===== config.mk =====
export PLATFORM = sky130hd
export DESIGN_NAME = sdram_command_interface
export DESIGN_NICKNAME = d
export VERILOG_FILES = /design/src/inc/sdram_cmd_pkg.sv /design/src/logic/burst_column_gen.sv /design/src/logic/sdram_command_interface.sv
export VERILOG_INCLUDE_DIRS = /design/src /design/src/inc
export SDC_FILE = /design/constraint.sdc
export NUM_CORES = 1
export LEC_CHECK = 0
export BUFFER_PORTS_ARGS = -buffer_cell sky130_fd_sc_hd__buf_2
export CAP_MARGIN = 20
export CORE_MARGIN = 1
export CORE_UTILIZATION = 45
export DETAILED_ROUTE_END_ITERATION = 8
export GPL_ROUTABILITY_DRIVEN = 0
export PLACE_DENSITY = 0.68
export SLEW_MARGIN = 20
export SYNTH_ARGS = -nofsm -noshare
export SYNTH_HDL_FRONTEND = slang
export SYNTH_SLANG_ARGS = --single-unit

===== constraint.sdc =====
create_clock -name pclk -period 6.93 [get_ports pclk]
set_clock_uncertainty 0.1 [all_clocks]
set_input_delay 1.386 -clock pclk [delete_from_list [all_inputs] [get_ports pclk]]
set_output_delay 1.386 -clock pclk [all_outputs]
set_load 0.1 [all_outputs]

===== src/inc/sdram_cmd_map.svh =====
`ifndef SDRAM_CMD_MAP_SVH
`define SDRAM_CMD_MAP_SVH

// apb register byte offsets
`define MAP_MODE_OFFSET       8'h00
`define MAP_STATUS_OFFSET     8'h04
`define MAP_REFRESH_OFFSET    8'h08
`define MAP_CONTROL_OFFSET    8'h0C
`define MAP_ROW_VIEW_OFFSET   8'h10

// control register
`define CTRL_WIDTH            3
`define CTRL_RESET            3'h1
`define CTRL_TIMER_EN_BIT     0
`define CTRL_VIEW_LSB         1

// status register fields
`define STATUS_BANK_LSB       0
`define STATUS_BURST_BIT      4
`define STATUS_SUSPEND_BIT    5
`define STATUS_DOWN_BIT       6
`define STATUS_SELF_BIT       7
`define STATUS_MODE_BIT       8

// mode register fields
`define MODE_WIDTH            12
`define MODE_RESET            12'h000
`define MODE_BL_LSB           0
`define MODE_WRAP_BIT         3
`define MODE_CL_LSB           4
`define BL_ONE                3'h0
`define BL_TWO                3'h1
`define BL_FOUR               3'h2
`define BL_EIGHT              3'h3
`define BL_FULL_PAGE          3'h7
`define CL_THREE              3'h3

// address pin roles
`define ADDR_AUTOCLOSE_BIT    10

// refresh timing
`define REFRESH_PERIOD_MS     64
`define REFRESH_ROWS          4096
`define CLOCK_PERIOD_NS       40
`define REFRESH_INTERVAL_CYCLES ((`REFRESH_PERIOD_MS * 1000000) / (`REFRESH_ROWS * `CLOCK_PERIOD_NS))
`define REFRESH_TIMER_WIDTH   9
`define REFRESH_COUNT_WIDTH   14

`endif


===== src/inc/sdram_cmd_pkg.sv =====
package sdram_cmd_pkg;

    typedef enum logic [2:0] {
        CMD_DESELECT,
        CMD_IDLE,
        CMD_ROW_OPEN,
        CMD_READ,
        CMD_WRITE,
        CMD_CLOSE,
        CMD_MODE_LOAD,
        CMD_REFRESH
    } cmd_type;

    typedef enum logic [1:0] {
        PWR_RUN,
        PWR_DOWN,
        PWR_SELF
    } power_state_type;

endpackage : sdram_cmd_pkg


===== src/logic/burst_column_gen.sv =====
`timescale 1ns/1ps

module burst_column_gen #(
    parameter int COL_W = 10
) (
    // burst origin
    input  wire logic [COL_W-1:0] start_col,
    input  wire logic [COL_W-1:0] beat,
    input  wire logic [COL_W-1:0] block_mask,
    input  wire logic             interleave,
    // generated column
    output logic      [COL_W-1:0] column
);

    wire [COL_W-1:0] offset  = start_col & block_mask;
    wire [COL_W-1:0] seq_off = (offset + beat) & block_mask;
    wire [COL_W-1:0] int_off = (offset ^ beat) & block_mask;

    // the block boundary never moves: only the low bits wrap
    assign column = (start_col & ~block_mask) | (interleave ? int_off : seq_off);

endmodule : burst_column_gen


===== src/logic/sdram_command_interface.sv =====
// Local design decisions: the address map and register access over APB.
`timescale 1ns/1ps
`include "sdram_cmd_map.svh"

module sdram_command_interface #(
    parameter int ORG_WIDTH    = 16,
    parameter int MEM_COL_BITS = 4
) (
    // clock and reset
    input  wire logic        pclk,
    input  wire logic        presetn,
    // apb slave
    input  wire logic        psel,
    input  wire logic        penable,
    input  wire logic        pwrite,
    input  wire logic [7:0]  paddr,
    input  wire logic [31:0] pwdata,
    output logic      [31:0] prdata,
    output logic             pready,
    output logic             pslverr,
    // command pins
    input  wire logic        clock_gate,
    input  wire logic        select_n,
    input  wire logic        row_strobe_n,
    input  wire logic        column_strobe_n,
    input  wire logic        write_strobe_n,
    input  wire logic [11:0] address,
    input  wire logic [1:0]  bank_select_pair,
    // data pins
    input  wire logic        low_byte_mask,
    input  wire logic        high_byte_mask,
    input  wire logic [15:0] dq_in,
    output logic      [15:0] dq_out,
    output logic      [1:0]  dq_oe
);

    localparam int COL_W     = 10;
    localparam int MEM_DEPTH = 4 << MEM_COL_BITS;
    localparam logic [COL_W-1:0] PAGE_MASK = (ORG_WIDTH == 4) ? 10'h3FF :
                                             (ORG_WIDTH == 8) ? 10'h1FF : 10'h0FF;
    localparam logic [`REFRESH_TIMER_WIDTH-1:0] TIMER_LAST =
        `REFRESH_TIMER_WIDTH'(`REFRESH_INTERVAL_CYCLES - 1);
    localparam logic ORG16   = (ORG_WIDTH == 16);

    function automatic sdram_cmd_pkg::cmd_type decode_cmd(input logic [3:0] pins);
        case (pins)
            4'b0011: decode_cmd = sdram_cmd_pkg::CMD_ROW_OPEN;
            4'b0101: decode_cmd = sdram_cmd_pkg::CMD_READ;
            4'b0100: decode_cmd = sdram_cmd_pkg::CMD_WRITE;
            4'b0010: decode_cmd = sdram_cmd_pkg::CMD_CLOSE;
            4'b0000: decode_cmd = sdram_cmd_pkg::CMD_MODE_LOAD;
            4'b0001: decode_cmd = sdram_cmd_pkg::CMD_REFRESH;
            4'b0111: decode_cmd = sdram_cmd_pkg::CMD_IDLE;
            default: decode_cmd = sdram_cmd_pkg::CMD_DESELECT;
        endcase
    endfunction : decode_cmd

    // reserved length codes fall back to a single beat
    function automatic logic [COL_W-1:0] burst_mask(input logic [2:0] code);
        case (code)
            `BL_TWO:       burst_mask = 10'h001;
            `BL_FOUR:      burst_mask = 10'h003;
            `BL_EIGHT:     burst_mask = 10'h007;
            `BL_FULL_PAGE: burst_mask = PAGE_MASK;
            default:       burst_mask = 10'h000;
        endcase
    endfunction : burst_mask

    function automatic logic [3:0] bank_bit(input logic [1:0] bank);
        bank_bit = 4'h1 << bank;
    endfunction : bank_bit

    // ---------------- state ----------------
    sdram_cmd_pkg::power_state_type power_state_reg;
    sdram_cmd_pkg::power_state_type power_state_next;
    logic                            gate_prev_reg;
    logic [`MODE_WIDTH-1:0]          mode_reg;
    logic                            mode_loaded_reg;
    logic [3:0]                      bank_open_reg;
    logic [11:0]                     row_reg [0:3];
    logic                            burst_active_reg;
    logic                            burst_write_reg;
    logic                            burst_autoclose_reg;
    logic                            burst_full_reg;
    logic                            burst_interleave_reg;
    logic [1:0]                      burst_bank_reg;
    logic [COL_W-1:0]                burst_start_reg;
    logic [COL_W-1:0]                burst_mask_reg;
    logic [COL_W-1:0]                beat_reg;
    logic [`REFRESH_COUNT_WIDTH-1:0] refresh_count_reg;
    logic [`REFRESH_TIMER_WIDTH-1:0] refresh_timer_reg;
    logic [`CTRL_WIDTH-1:0]          ctrl_reg;
    logic [31:0]                     prdata_reg;
    logic [15:0]                     mem [0:MEM_DEPTH-1];
    logic [15:0]                     rd_data_reg [0:2];
    logic [2:0]                      rd_valid_reg;
    logic [1:0]                      mask_d1_reg;
    logic [1:0]                      mask_d2_reg;

    // ---------------- command decode ----------------
    sdram_cmd_pkg::cmd_type cmd;
    assign cmd = decode_cmd({select_n, row_strobe_n, column_strobe_n, write_strobe_n});

    // commands count only while the internal clock ran on the previous edge
    wire running    = power_state_reg == sdram_cmd_pkg::PWR_RUN;
    wire cmd_live   = running & gate_prev_reg;
    wire idle_like  = (cmd == sdram_cmd_pkg::CMD_IDLE) | (cmd == sdram_cmd_pkg::CMD_DESELECT);
    wire gate_fall  = gate_prev_reg & ~clock_gate;
    wire gate_rise  = ~gate_prev_reg & clock_gate;
    wire is_read    = cmd_live & (cmd == sdram_cmd_pkg::CMD_READ);
    wire is_write   = cmd_live & (cmd == sdram_cmd_pkg::CMD_WRITE);
    wire new_rw     = is_read | is_write;
    wire is_open    = cmd_live & (cmd == sdram_cmd_pkg::CMD_ROW_OPEN);
    wire is_close   = cmd_live & (cmd == sdram_cmd_pkg::CMD_CLOSE);
    wire is_mode    = cmd_live & (cmd == sdram_cmd_pkg::CMD_MODE_LOAD);
    wire is_refresh = cmd_live & (cmd == sdram_cmd_pkg::CMD_REFRESH);
    wire auto_ref   = is_refresh & clock_gate;
    wire self_enter = is_refresh & ~clock_gate;
    wire autoclose  = address[`ADDR_AUTOCLOSE_BIT];

    // ---------------- burst setup ----------------
    wire [2:0]       bl_code    = mode_reg[`MODE_BL_LSB +: 3];
    wire             cmd_full   = bl_code == `BL_FULL_PAGE;
    wire [COL_W-1:0] cmd_mask   = burst_mask(bl_code);
    wire             cmd_intlv  = mode_reg[`MODE_WRAP_BIT] & ~cmd_full;
    wire [COL_W-1:0] col_in     = address[COL_W-1:0] & PAGE_MASK;
    wire             cmd_single = cmd_mask == 10'h000;

    // a suspended burst holds its place until the gate returns
    wire burst_step = running & gate_prev_reg & burst_active_reg & ~new_rw;
    wire beat_last  = ~burst_full_reg & (beat_reg == burst_mask_reg);
    // a close aimed at the bursting bank ends the burst, also a full page one
    wire burst_kill = is_close & (autoclose | (bank_select_pair == burst_bank_reg));

    // ---------------- column generation ----------------
    wire [COL_W-1:0] gen_start = new_rw ? col_in : burst_start_reg;
    wire [COL_W-1:0] gen_beat  = new_rw ? 10'h000 : beat_reg;
    wire [COL_W-1:0] gen_mask  = new_rw ? cmd_mask : burst_mask_reg;
    wire             gen_intlv = new_rw ? cmd_intlv : burst_interleave_reg;
    wire [1:0]       gen_bank  = new_rw ? bank_select_pair : burst_bank_reg;
    wire [COL_W-1:0] gen_col;

    burst_column_gen #(
        .COL_W      (COL_W)
    ) u_column (
        .start_col  (gen_start),
        .beat       (gen_beat),
        .block_mask (gen_mask),
        .interleave (gen_intlv),
        .column     (gen_col)
    );

    // the data store keeps only a window of columns per bank; rows alias
    wire [MEM_COL_BITS+1:0] mem_idx  = {gen_bank, gen_col[MEM_COL_BITS-1:0]};
    wire                    do_write = is_write | (burst_step & burst_write_reg);
    wire                    do_read  = is_read | (burst_step & ~burst_write_reg);
    wire                    lo_mask  = low_byte_mask;
    wire                    hi_mask  = ORG16 ? high_byte_mask : low_byte_mask;

    // ---------------- bank bookkeeping ----------------
    wire [3:0] close_cmd   = is_close ? (autoclose ? 4'hF : bank_bit(bank_select_pair)) : 4'h0;
    wire [3:0] close_now   = (new_rw & autoclose & cmd_single) ? bank_bit(bank_select_pair) : 4'h0;
    wire [3:0] close_end   = (burst_step & beat_last & burst_autoclose_reg) ? bank_bit(burst_bank_reg) : 4'h0;
    wire [3:0] open_vec    = is_open ? bank_bit(bank_select_pair) : 4'h0;
    wire [3:0] bank_next   = (bank_open_reg & ~(close_cmd | close_now | close_end)) | open_vec;

    // ---------------- power state ----------------
    always_comb begin
        power_state_next = power_state_reg;
        case (power_state_reg)
            sdram_cmd_pkg::PWR_RUN: begin
                if (self_enter) begin
                    power_state_next = sdram_cmd_pkg::PWR_SELF;
                end else if (gate_fall & idle_like & ~burst_active_reg) begin
                    power_state_next = sdram_cmd_pkg::PWR_DOWN;
                end
            end
            sdram_cmd_pkg::PWR_DOWN: begin
                if (gate_rise & idle_like) begin
                    power_state_next = sdram_cmd_pkg::PWR_RUN;
                end
            end
            sdram_cmd_pkg::PWR_SELF: begin
                if (gate_rise & idle_like) begin
                    power_state_next = sdram_cmd_pkg::PWR_RUN;
                end
            end
            default: power_state_next = sdram_cmd_pkg::PWR_RUN;
        endcase
    end

    always_ff @(posedge pclk or negedge presetn) begin
        if (!presetn) begin
            power_state_reg <= sdram_cmd_pkg::PWR_RUN;
            gate_prev_reg   <= 1'b1;
        end else begin
            power_state_reg <= power_state_next;
            gate_prev_reg   <= clock_gate;
        end
    end

    // ---------------- mode and banks ----------------
    always_ff @(posedge pclk or negedge presetn) begin
        if (!presetn) begin
            mode_reg        <= `MODE_RESET;
            mode_loaded_reg <= 1'b0;
            bank_open_reg   <= 4'h0;
        end else begin
            if (is_mode) begin
                mode_reg        <= address;
                mode_loaded_reg <= 1'b1;
            end
            bank_open_reg <= bank_next;
        end
    end

    always_ff @(posedge pclk or negedge presetn) begin
        if (!presetn) begin
            for (int b = 0; b < 4; b++) begin
                row_reg[b] <= 12'h000;
            end
        end else if (is_open) begin
            row_reg[bank_select_pair] <= address;
        end
    end

    // ---------------- burst engine ----------------
    always_ff @(posedge pclk or negedge presetn) begin
        if (!presetn) begin
            burst_active_reg     <= 1'b0;
            burst_write_reg      <= 1'b0;
            burst_autoclose_reg  <= 1'b0;
            burst_full_reg       <= 1'b0;
            burst_interleave_reg <= 1'b0;
            burst_bank_reg       <= 2'h0;
            burst_start_reg      <= 10'h000;
            burst_mask_reg       <= 10'h000;
            beat_reg             <= 10'h000;
        end else if (new_rw) begin
            // a new access overrides whatever burst was running
            burst_active_reg     <= ~cmd_single;
            burst_write_reg      <= is_write;
            burst_autoclose_reg  <= autoclose;
            burst_full_reg       <= cmd_full;
            burst_interleave_reg <= cmd_intlv;
            burst_bank_reg       <= bank_select_pair;
            burst_start_reg      <= col_in;
            burst_mask_reg       <= cmd_mask;
            beat_reg             <= 10'h001;
        end else if (burst_kill) begin
            burst_active_reg <= 1'b0;
        end else if (burst_step) begin
            if (beat_last) begin
                burst_active_reg <= 1'b0;
            end
            beat_reg <= (beat_reg + 10'h001) & burst_mask_reg;
        end
    end

    // ---------------- data store ----------------
    always_ff @(posedge pclk) begin
        if (do_write) begin
            if (!lo_mask) begin
                mem[mem_idx][7:0] <= dq_in[7:0];
            end
            if (!hi_mask) begin
                mem[mem_idx][15:8] <= dq_in[15:8];
            end
        end
    end

    // read data and a two-stage mask pipe share one enable; a stopped clock freezes both
    always_ff @(posedge pclk or negedge presetn) begin
        if (!presetn) begin
            for (int s = 0; s < 3; s++) begin
                rd_data_reg[s] <= 16'h0000;
            end
            rd_valid_reg <= 3'h0;
            mask_d1_reg  <= 2'h0;
            mask_d2_reg  <= 2'h0;
        end else if (gate_prev_reg) begin
            rd_data_reg[0] <= mem[mem_idx];
            rd_data_reg[1] <= rd_data_reg[0];
            rd_data_reg[2] <= rd_data_reg[1];
            rd_valid_reg   <= {rd_valid_reg[1:0], do_read};
            mask_d1_reg    <= {hi_mask, lo_mask};
            mask_d2_reg    <= mask_d1_reg;
        end
    end

    wire cl_three  = mode_reg[`MODE_CL_LSB +: 3] == `CL_THREE;
    wire out_valid = cl_three ? rd_valid_reg[2] : rd_valid_reg[1];

    assign dq_out   = cl_three ? rd_data_reg[2] : rd_data_reg[1];
    assign dq_oe[0] = out_valid & ~mask_d2_reg[0];
    assign dq_oe[1] = out_valid & ~mask_d2_reg[1];

    // ---------------- internal refresh ----------------
    wire timer_on   = (power_state_reg == sdram_cmd_pkg::PWR_SELF) & ctrl_reg[`CTRL_TIMER_EN_BIT];
    wire timer_hit  = timer_on & (refresh_timer_reg == TIMER_LAST);
    wire refresh_go = auto_ref | timer_hit;

    always_ff @(posedge pclk or negedge presetn) begin
        if (!presetn) begin
            refresh_timer_reg <= '0;
            refresh_count_reg <= '0;
        end else begin
            refresh_timer_reg <= (timer_on & ~timer_hit) ? refresh_timer_reg + 1'b1 : '0;
            if (refresh_go) begin
                // low bits step the bank, upper bits the row
                refresh_count_reg <= refresh_count_reg + 1'b1;
            end
        end
    end

    // ---------------- apb slave ----------------
    wire sel_mode    = paddr == `MAP_MODE_OFFSET;
    wire sel_status  = paddr == `MAP_STATUS_OFFSET;
    wire sel_refresh = paddr == `MAP_REFRESH_OFFSET;
    wire sel_ctrl    = paddr == `MAP_CONTROL_OFFSET;
    wire sel_row     = paddr == `MAP_ROW_VIEW_OFFSET;
    wire mapped      = sel_mode | sel_status | sel_refresh | sel_ctrl | sel_row;
    wire apb_setup   = psel & ~penable;
    wire apb_access  = psel & penable;
    wire ctrl_write  = apb_access & pwrite & sel_ctrl;

    logic [31:0] status_word;
    logic [31:0] read_mux;

    always_comb begin
        status_word = 32'h0000_0000;
        status_word[`STATUS_BANK_LSB +: 4] = bank_open_reg;
        status_word[`STATUS_BURST_BIT]     = burst_active_reg;
        status_word[`STATUS_SUSPEND_BIT]   = burst_active_reg & ~gate_prev_reg;
        status_word[`STATUS_DOWN_BIT]      = power_state_reg == sdram_cmd_pkg::PWR_DOWN;
        status_word[`STATUS_SELF_BIT]      = power_state_reg == sdram_cmd_pkg::PWR_SELF;
        status_word[`STATUS_MODE_BIT]      = mode_loaded_reg;
    end

    assign read_mux = sel_mode    ? {20'h00000, mode_reg} :
                      sel_status  ? status_word :
                      sel_refresh ? {18'h00000, refresh_count_reg} :
                      sel_ctrl    ? {29'h00000000, ctrl_reg} :
                      sel_row     ? {20'h00000, row_reg[ctrl_reg[`CTRL_VIEW_LSB +: 2]]} :
                                    32'h0000_0000;

    // read data is captured in the setup cycle so it leaves a flop
    always_ff @(posedge pclk or negedge presetn) begin
        if (!presetn) begin
            prdata_reg <= 32'h0000_0000;
            ctrl_reg   <= `CTRL_RESET;
        end else begin
            if (apb_setup) begin
                prdata_reg <= read_mux;
            end
            if (ctrl_write) begin
                ctrl_reg <= pwdata[`CTRL_WIDTH-1:0];
            end
        end
    end

    assign prdata  = prdata_reg;
    assign pready  = 1'b1;
    assign pslverr = apb_access & ~mapped;

endmodule : sdram_command_interface


## After elaboration in Yosys (flattened, before gate mapping)

Memories as Yosys holds them, arrays and structs flattened. A register that Yosys moved wholly into a read port is not among the register bits.
Index checks and enable logic that the tools add are counted.

- Word-level logic and storage cells: 199
- Output and inout bits: 52
- Bits in registers: 202
- Memories kept: 1
- Memory bits (writable): 1024

- Bitwise operators: 74
- Order comparisons: 3
- Shift-type cells: 2
- Multiplexer cells: 44
- Eq/ne operators: 30
- Reduce and logical (&&, ||, !) cells: 14
- Add/subtract/negate cells: 4

Memory list:

| memory | words | bits a word | read ports | clocked after memory_dff | wr ports | RTL line | source |
|---|---|---|---|---|---|---|---|
| mem | 64 | 16 | 1 | 1 | 1 | sdram_command_interface.sv:94 | `logic [15:0] mem [0:MEM_DEPTH-1];` |

Operator list:

| operator | count |
|---|---|
| 2-to-1 mux 12 bit | 5 |
| 2-to-1 mux 10 bit | 5 |
| bitwise mux 48 bit | 1 |
| 2-to-1 mux 14 bit | 3 |
| bitwise AND 1 bit | 36 |
| one-hot mux 8 bit (4 select lines) | 1 |
| 2-to-1 mux 4 bit | 7 |
| binary-select mux 12 bit (select 2 bit) | 1 |
| demux 12 bit (select 2 bit) | 1 |
| one-hot mux 3 bit (7 select lines) | 1 |
| bitwise AND 4 bit | 5 |
| equality test 8 x 4 -> 1 bit, second input constant | 2 |
| 2-to-1 mux 16 bit | 1 |
| bitwise OR 4 bit | 4 |
| equality test 3 x 2 -> 1 bit, second input constant | 5 |
| equality test 3 bit, second input constant | 5 |
| adder 14 x 1 -> 14 bit, second input constant | 1 |
| NOT 1 bit | 13 |
| equality test 4 x 3 -> 1 bit, second input constant | 3 |
| 2-to-1 mux 1 bit | 12 |
| adder 10 x 1 -> 10 bit, second input constant | 1 |
| bitwise AND 10 bit | 1 |
| equality test 10 bit | 1 |
| zero test 10 bit | 1 |
| other kinds (34) | 55 |

## Depth between registers and ports, before layout

- Depth in word-level cells: 14
- Mapped depth: 25

## By module

From an unflattened synthesis, not the netlist that was laid out.

- Cell total of the unflattened synthesis: 3220
- Area total of the unflattened synthesis: 50063.0 µm²

Modules (own cells, without submodules):

| module | instances | seq. area each (µm²) | cells each | area each (µm²) |
|---|---|---|---|---|
| sdram_command_interface | 1 | 35756.8 | 3136 | 49464.9 |
| burst_column_gen | 1 | 0.0 | 84 | 598.1 |

## Worst setup path after synthesis

OpenSTA, ideal clock, no wires.

- Path type: input to register
- Start point: in column_strobe_n
- End point: mem mem[39][10], enable pin
- Arrival: 5670 ps
- Setup slack: 789 ps
- Setup time: 371 ps
- Data required time: 6459 ps
- Buffers on the path: 7
- Stages on the path: 21
- Path through: buf_2 -> nand2b_1 -> nor2_1 -> clkbuf_1 -> nand2_1 -> nand2_1 -> and2_1 -> ha_1 -> inv_1 -> fa_1 -> or3_1 -> o211ai_1 -> a22o_1 -> o211a_1 -> buf_2 -> buf_2 -> buf_2 -> clkbuf_1 -> buf_1 -> nand3_1 -> nor2_1

- Longest elaborated chain between the ends: 11

Ends and longest elaborated chain:

| element | RTL line | source |
|---|---|---|
| start: declaration | sdram_command_interface.sv:25 | `input wire logic column_strobe_n,` |
| equality test 4 x 3 -> 1 bit (tied with other cells) | sdram_command_interface.sv:46 | `case (pins)` |
| one-hot mux 3 bit (7 select lines) * | sdram_command_interface.sv:46 |  |
| equality test 3 x 2 -> 1 bit / equality test 3 bit (equally long branches) | sdram_command_interface.sv:110, sdram_command_interface.sv:111 |  |
| bitwise AND 1 bit, on equally long branches | sdram_command_interface.sv:110, sdram_command_interface.sv:111 |  |
| bitwise OR 1 bit * | sdram_command_interface.sv:112 | `wire new_rw = is_read \| is_write;` |
| 2-to-1 mux 10 bit * | sdram_command_interface.sv:136 | `wire [COL_W-1:0] gen_start = new_rw ? col_in : burst_start_reg;` |
| net gen_start[0] | sdram_command_interface.sv:136 |  |
| bitwise AND 4 bit | burst_column_gen.sv:15 | `wire [COL_W-1:0] offset = start_col & block_mask;` |
| adder 4 bit / bitwise XOR 4 bit (equally long branches) | burst_column_gen.sv:16, burst_column_gen.sv:17 |  |
| bitwise AND 4 bit, on equally long branches | burst_column_gen.sv:16, burst_column_gen.sv:17 |  |
| 2-to-1 mux 4 bit | burst_column_gen.sv:20 | `assign column = (start_col & ~block_mask) \| (interleave ? int_off : seq_off);` |
| bitwise OR 4 bit * | burst_column_gen.sv:20 |  |
| end: declaration | sdram_command_interface.sv:94 |  |

Mark *: on every way through the listed nets, which the timed path passes. The rest lies on a longest branch.

## Final worst setup path

- Start point: in select_n
- End point: reg rd_data_reg[43] in the netlist's numbering, read port of mem

- Longest elaborated chain between the ends: 11

Ends and longest elaborated chain:

| element | RTL line | source |
|---|---|---|
| start: declaration | sdram_command_interface.sv:23 | `input wire logic select_n,` |
| equality test 4 x 3 -> 1 bit (tied with other cells) | sdram_command_interface.sv:46 |  |
| one-hot mux 3 bit (7 select lines) * | sdram_command_interface.sv:46 |  |
| equality test 3 x 2 -> 1 bit / equality test 3 bit (equally long branches) | sdram_command_interface.sv:110, sdram_command_interface.sv:111 |  |
| bitwise AND 1 bit, on equally long branches | sdram_command_interface.sv:110, sdram_command_interface.sv:111 |  |
| bitwise OR 1 bit * | sdram_command_interface.sv:112 |  |
| 2-to-1 mux 10 bit, on equally long branches | sdram_command_interface.sv:136, sdram_command_interface.sv:138 |  |
| bitwise AND 4 bit | burst_column_gen.sv:15 |  |
| adder 4 bit / bitwise XOR 4 bit (equally long branches) | burst_column_gen.sv:16, burst_column_gen.sv:17 |  |
| bitwise AND 4 bit, on equally long branches | burst_column_gen.sv:16, burst_column_gen.sv:17 |  |
| 2-to-1 mux 4 bit | burst_column_gen.sv:20 |  |
| bitwise OR 4 bit | burst_column_gen.sv:20 |  |
| end: declaration | sdram_command_interface.sv:95 | `logic [15:0] rd_data_reg [0:2];` |

Mark *: on every way between the ends. The rest lies on a longest branch, timed or not.
A chain may end at the register's enable or synchronous reset.

==> flow_metrics.py <==
metrics = {
    "pwr": {
        "p_leak_nw": 19.09,
        "switching_share_pct": 35.34,
        "power_frac_comb_pct": 34.3,
        "power_density_nw_per_um2": 399.4,
        "p_int_w": 0.01435,
        "p_sw_w": 0.007846,
        "vdd_drop_max_mv": 0.4171,
        "finalPower_w": 0.02220,
        "p_clk_share_pct": 27.6,
        "seqPwrFrac_pct": 38.1,
    },
    "final_layout": {
        "final_util_pct": 51.63,
        "fill_cells": 8643,
        "syn_to_final_growth_pct": 13.23,
        "largest_register_ffs": 1024,
        "nets": 3366,
        "fin_cells": 4772,
        "final_area_sq_um": 55580,
        "drive_gt1_share_pct": 21.44,
    },
    "flow_run": {
        "drv_cap": 0,
    },
    "logic_synthesis": {
        "synth_ff_type": "edfxtp_1",
        "yosysUniqueCellTypes": 77,
        "ys_warn_count": 0,
        "synth_commonest_cells": "1024 x edfxtp_1, 362 x nand2_1, 192 x nor2_1, 184 x dfrtp_1, 136 x mux4_2",
        "synth_area_leaders": "edfxtp_1 63%, dfrtp_1 9.4%, mux4_2 6.2%",
        "ys_async_sr_fraction_pct": 15.37,
        "synth_area_sq_um": 49090,
        "yosysSeqAreaShare_pct": 72.13,
        "synth-edff-count": 1024,
        "synth.avg_cell_area_sq_um": 15.93,
        "synth_top_area_share_pct": 62.64,
        "syn_inst": 3081,
        "synth.largest_area_cell": "edfxtp_1",
        "yosysMostFrequentCell": "edfxtp_1",
        "synth-seq-cells": 1210,
    },
    "floorplanning": {
        "fp-row-count": 120,
        "die_h_microns": 332.3,
        "die_w_microns": 332.3,
        "die_area_sq_um": 110400,
        "start_util_pct": 45.60,
        "core_sq_um": 107700,
        "io_pins": 134,
    },
    "worst_setup_path": {
        "cp-end-kind": "flip-flop",
        "critPathLaunch": "select_n",
        "crit_top_cell": "a2111oi_0",
        "r2r_start": "power_state_reg[0]",
        "cp.arrival_ns": 6.33,
        "reg2reg_setup_slack_ns": 1.13,
        "worst-path-max-fanout": 19,
        "required_ns": 7.45,
        "slowest_stage": "a2111oi_0",
        "worstPathCellList": "buf_2, and3b_1, nand2_4, mux2i_1, a21oi_1, ha_1, a211oi_1, nor4_1, o211ai_1, o22ai_1, buf_4, nand2_1, a2111oi_0, a2111oi_0, a41oi_1",
        "critPathLaunchType": "primary input",
        "crit_type": "in -> reg",
        "cp_slowest_stage_delay_ns": 0.82,
    },
    "timing": {
        "finalHoldViolCount": 0,
        "tightest_slew_ns": 1.138,
        "finalCritPeriodShare_pct": 83.79,
        "setup-violations-final": 0,
        "period_minus_slack_ns": 5.807,
        "maxSlewViolCount": 0,
        "rsz0062_at_grt": "false",
        "setup_tns_ns": 0,
        "max_freq_mhz": 172.2,
        "slew_headroom_pct": 23.46,
    },
    "clocking": {
        "cts_root_buf": "clkbuf_16",
        "cts_buffer_depth": 3,
        "post_cts_resize_count": 0,
        "cts.sinks": 1210,
        "post-cts-setup-buffers": 0,
        "insertion_delay_ns": 0.73,
        "cts.clk_slew.worst_paths_ns": 0.06,
        "tritoncts": "yes",
        "cts_hold_buf": 0,
        "h-tree-depth": 3,
        "cts_buffers": 114,
    },
    "route": {
        "drt_first_pass_iters": 7,
        "viasPerCell": 5.973,
        "post_drt_wl_per_cell_microns": 25.38,
        "via_count": 28500,
        "drt-initial-drc-count": 3295,
        "drc_errors": 0,
        "route.met2.wl_mm": 56.91,
        "ant_nets": 0,
        "wl_met1_mm": 48.97,
        "drt-total-wl_mm": 121.1,
        "wl_met3_mm": 12.14,
        "topRoutingLayerUsed": "met5",
    },
    "global_route": {
        "grt_max_degree": 120,
        "first_global_vias": 27790,
        "overflow": 0,
        "antenna_found_initial": 7,
        "grt_pass1_wl_mm": 181.3,
        "grtUsageTotal_pct": 21.91,
    },
    "worst_hold_path": {
        "min_path_type": "reg -> reg",
        "worstHoldStart": "prdata[5]",
    },
    "outcome": {
        "status": "completed",
    },
    "place": {
        "dp_hpwl_mm": 74.21,
        "dp.cells": 4559,
        "portBuffers": 85,
        "postPlaceCellArea_sq_um": 51880,
    },
}
==> worst max-delay path, delay by kind of cell <==
kind            cells  cell delay (ns)
compound gates      7             2.26
fa+ha+maj           1             0.34
buf+inv             2             0.40
mux                 1             0.25
simple gates        4             1.68
==> final cells by class <==
class | instances | area, sq um | share of cell area, %
Sequential cell | 1210 | 35410 | 63.71
Multi-Input combinational cell | 1664 | 12720 | 22.88
Clock buffer | 137 | 2990 | 5.380
Timing Repair Buffer | 265 | 1951 | 3.509
Tap cell | 1403 | 1755 | 3.158
Clock inverter | 75 | 693.2 | 1.247
Inverter | 17 | 63.81 | 0.1148
Antenna cell | 1 | 2.502 | 0.004502
==> path summary, 6_finish.rpt <==
check / end / depth (start not counted)
min in group asynchronous: rd_data_reg[14] / 1
max reg2reg: rd_data_reg[43] / 16
max in group asynchronous: row_reg[16] / 2
min reg2reg: prdata[5] / 2
max: rd_data_reg[43] / 15
min: prdata[5] / 2
==> kinds of logic after synthesis <==
kind of cell,share of synthesized area [%]
flops,72.13
simple gates,7.550
compound gates,6.260
mux,11.04
buf+inv,2.238
xor+xnor,0.4461
fa+ha+maj,0.3212
other cells,0.01530
==> placed cells by master (no fill, tap or decap), drive strengths merged, types with 23 or more instances in the layout <==
cell type / count
edfxtp: 1024
nand2: 363
buf: 264
nor2: 193
dfrtp: 184
clkbuf: 138
mux4: 136
nand3: 134
mux2: 131
mux2i: 88
clkinv: 62
o21ai: 58
a31oi: 56
a21oi: 56
a22oi: 35
and3: 32
a211oi: 29
a221oi: 28
a311oi: 23
==> metrics by stage <==
stage	setup WS [ns]	hold WS, ns
after floorplan	0.7885	0.3334
after global routing	0.5674	0.3972
after global placement	0.6094	0.3479
final	1.123	0.3702
after detailed placement	0.4542	0.3489
after CTS	1.182	0.3723
==> routing by layer <==
metal | GRT usage (%) | up-vias
met5 | 0 | -
met4 | 6.600 | 12
met3 | 4.805 | 186
met2 | 34.32 | 1376
met1 | 30.72 | 14560
li1 | - | 12370
==> power groups by stage <==
stage / combinational [W] / sequential (W) / clock [W]
5_1_grt: 0.00807 / 0.00849 / 0.00648
3_3_place_gp: 0.00752 / 0.00859 / 0
6_report: 0.00762 / 0.00845 / 0.00613
4_1_cts: 0.00761 / 0.00845 / 0.00623
2_1_floorplan: 0.00526 / 0.00847 / 0
3_5_place_dp: 0.00759 / 0.00860 / 0
(Power assumes the default switching activity.)
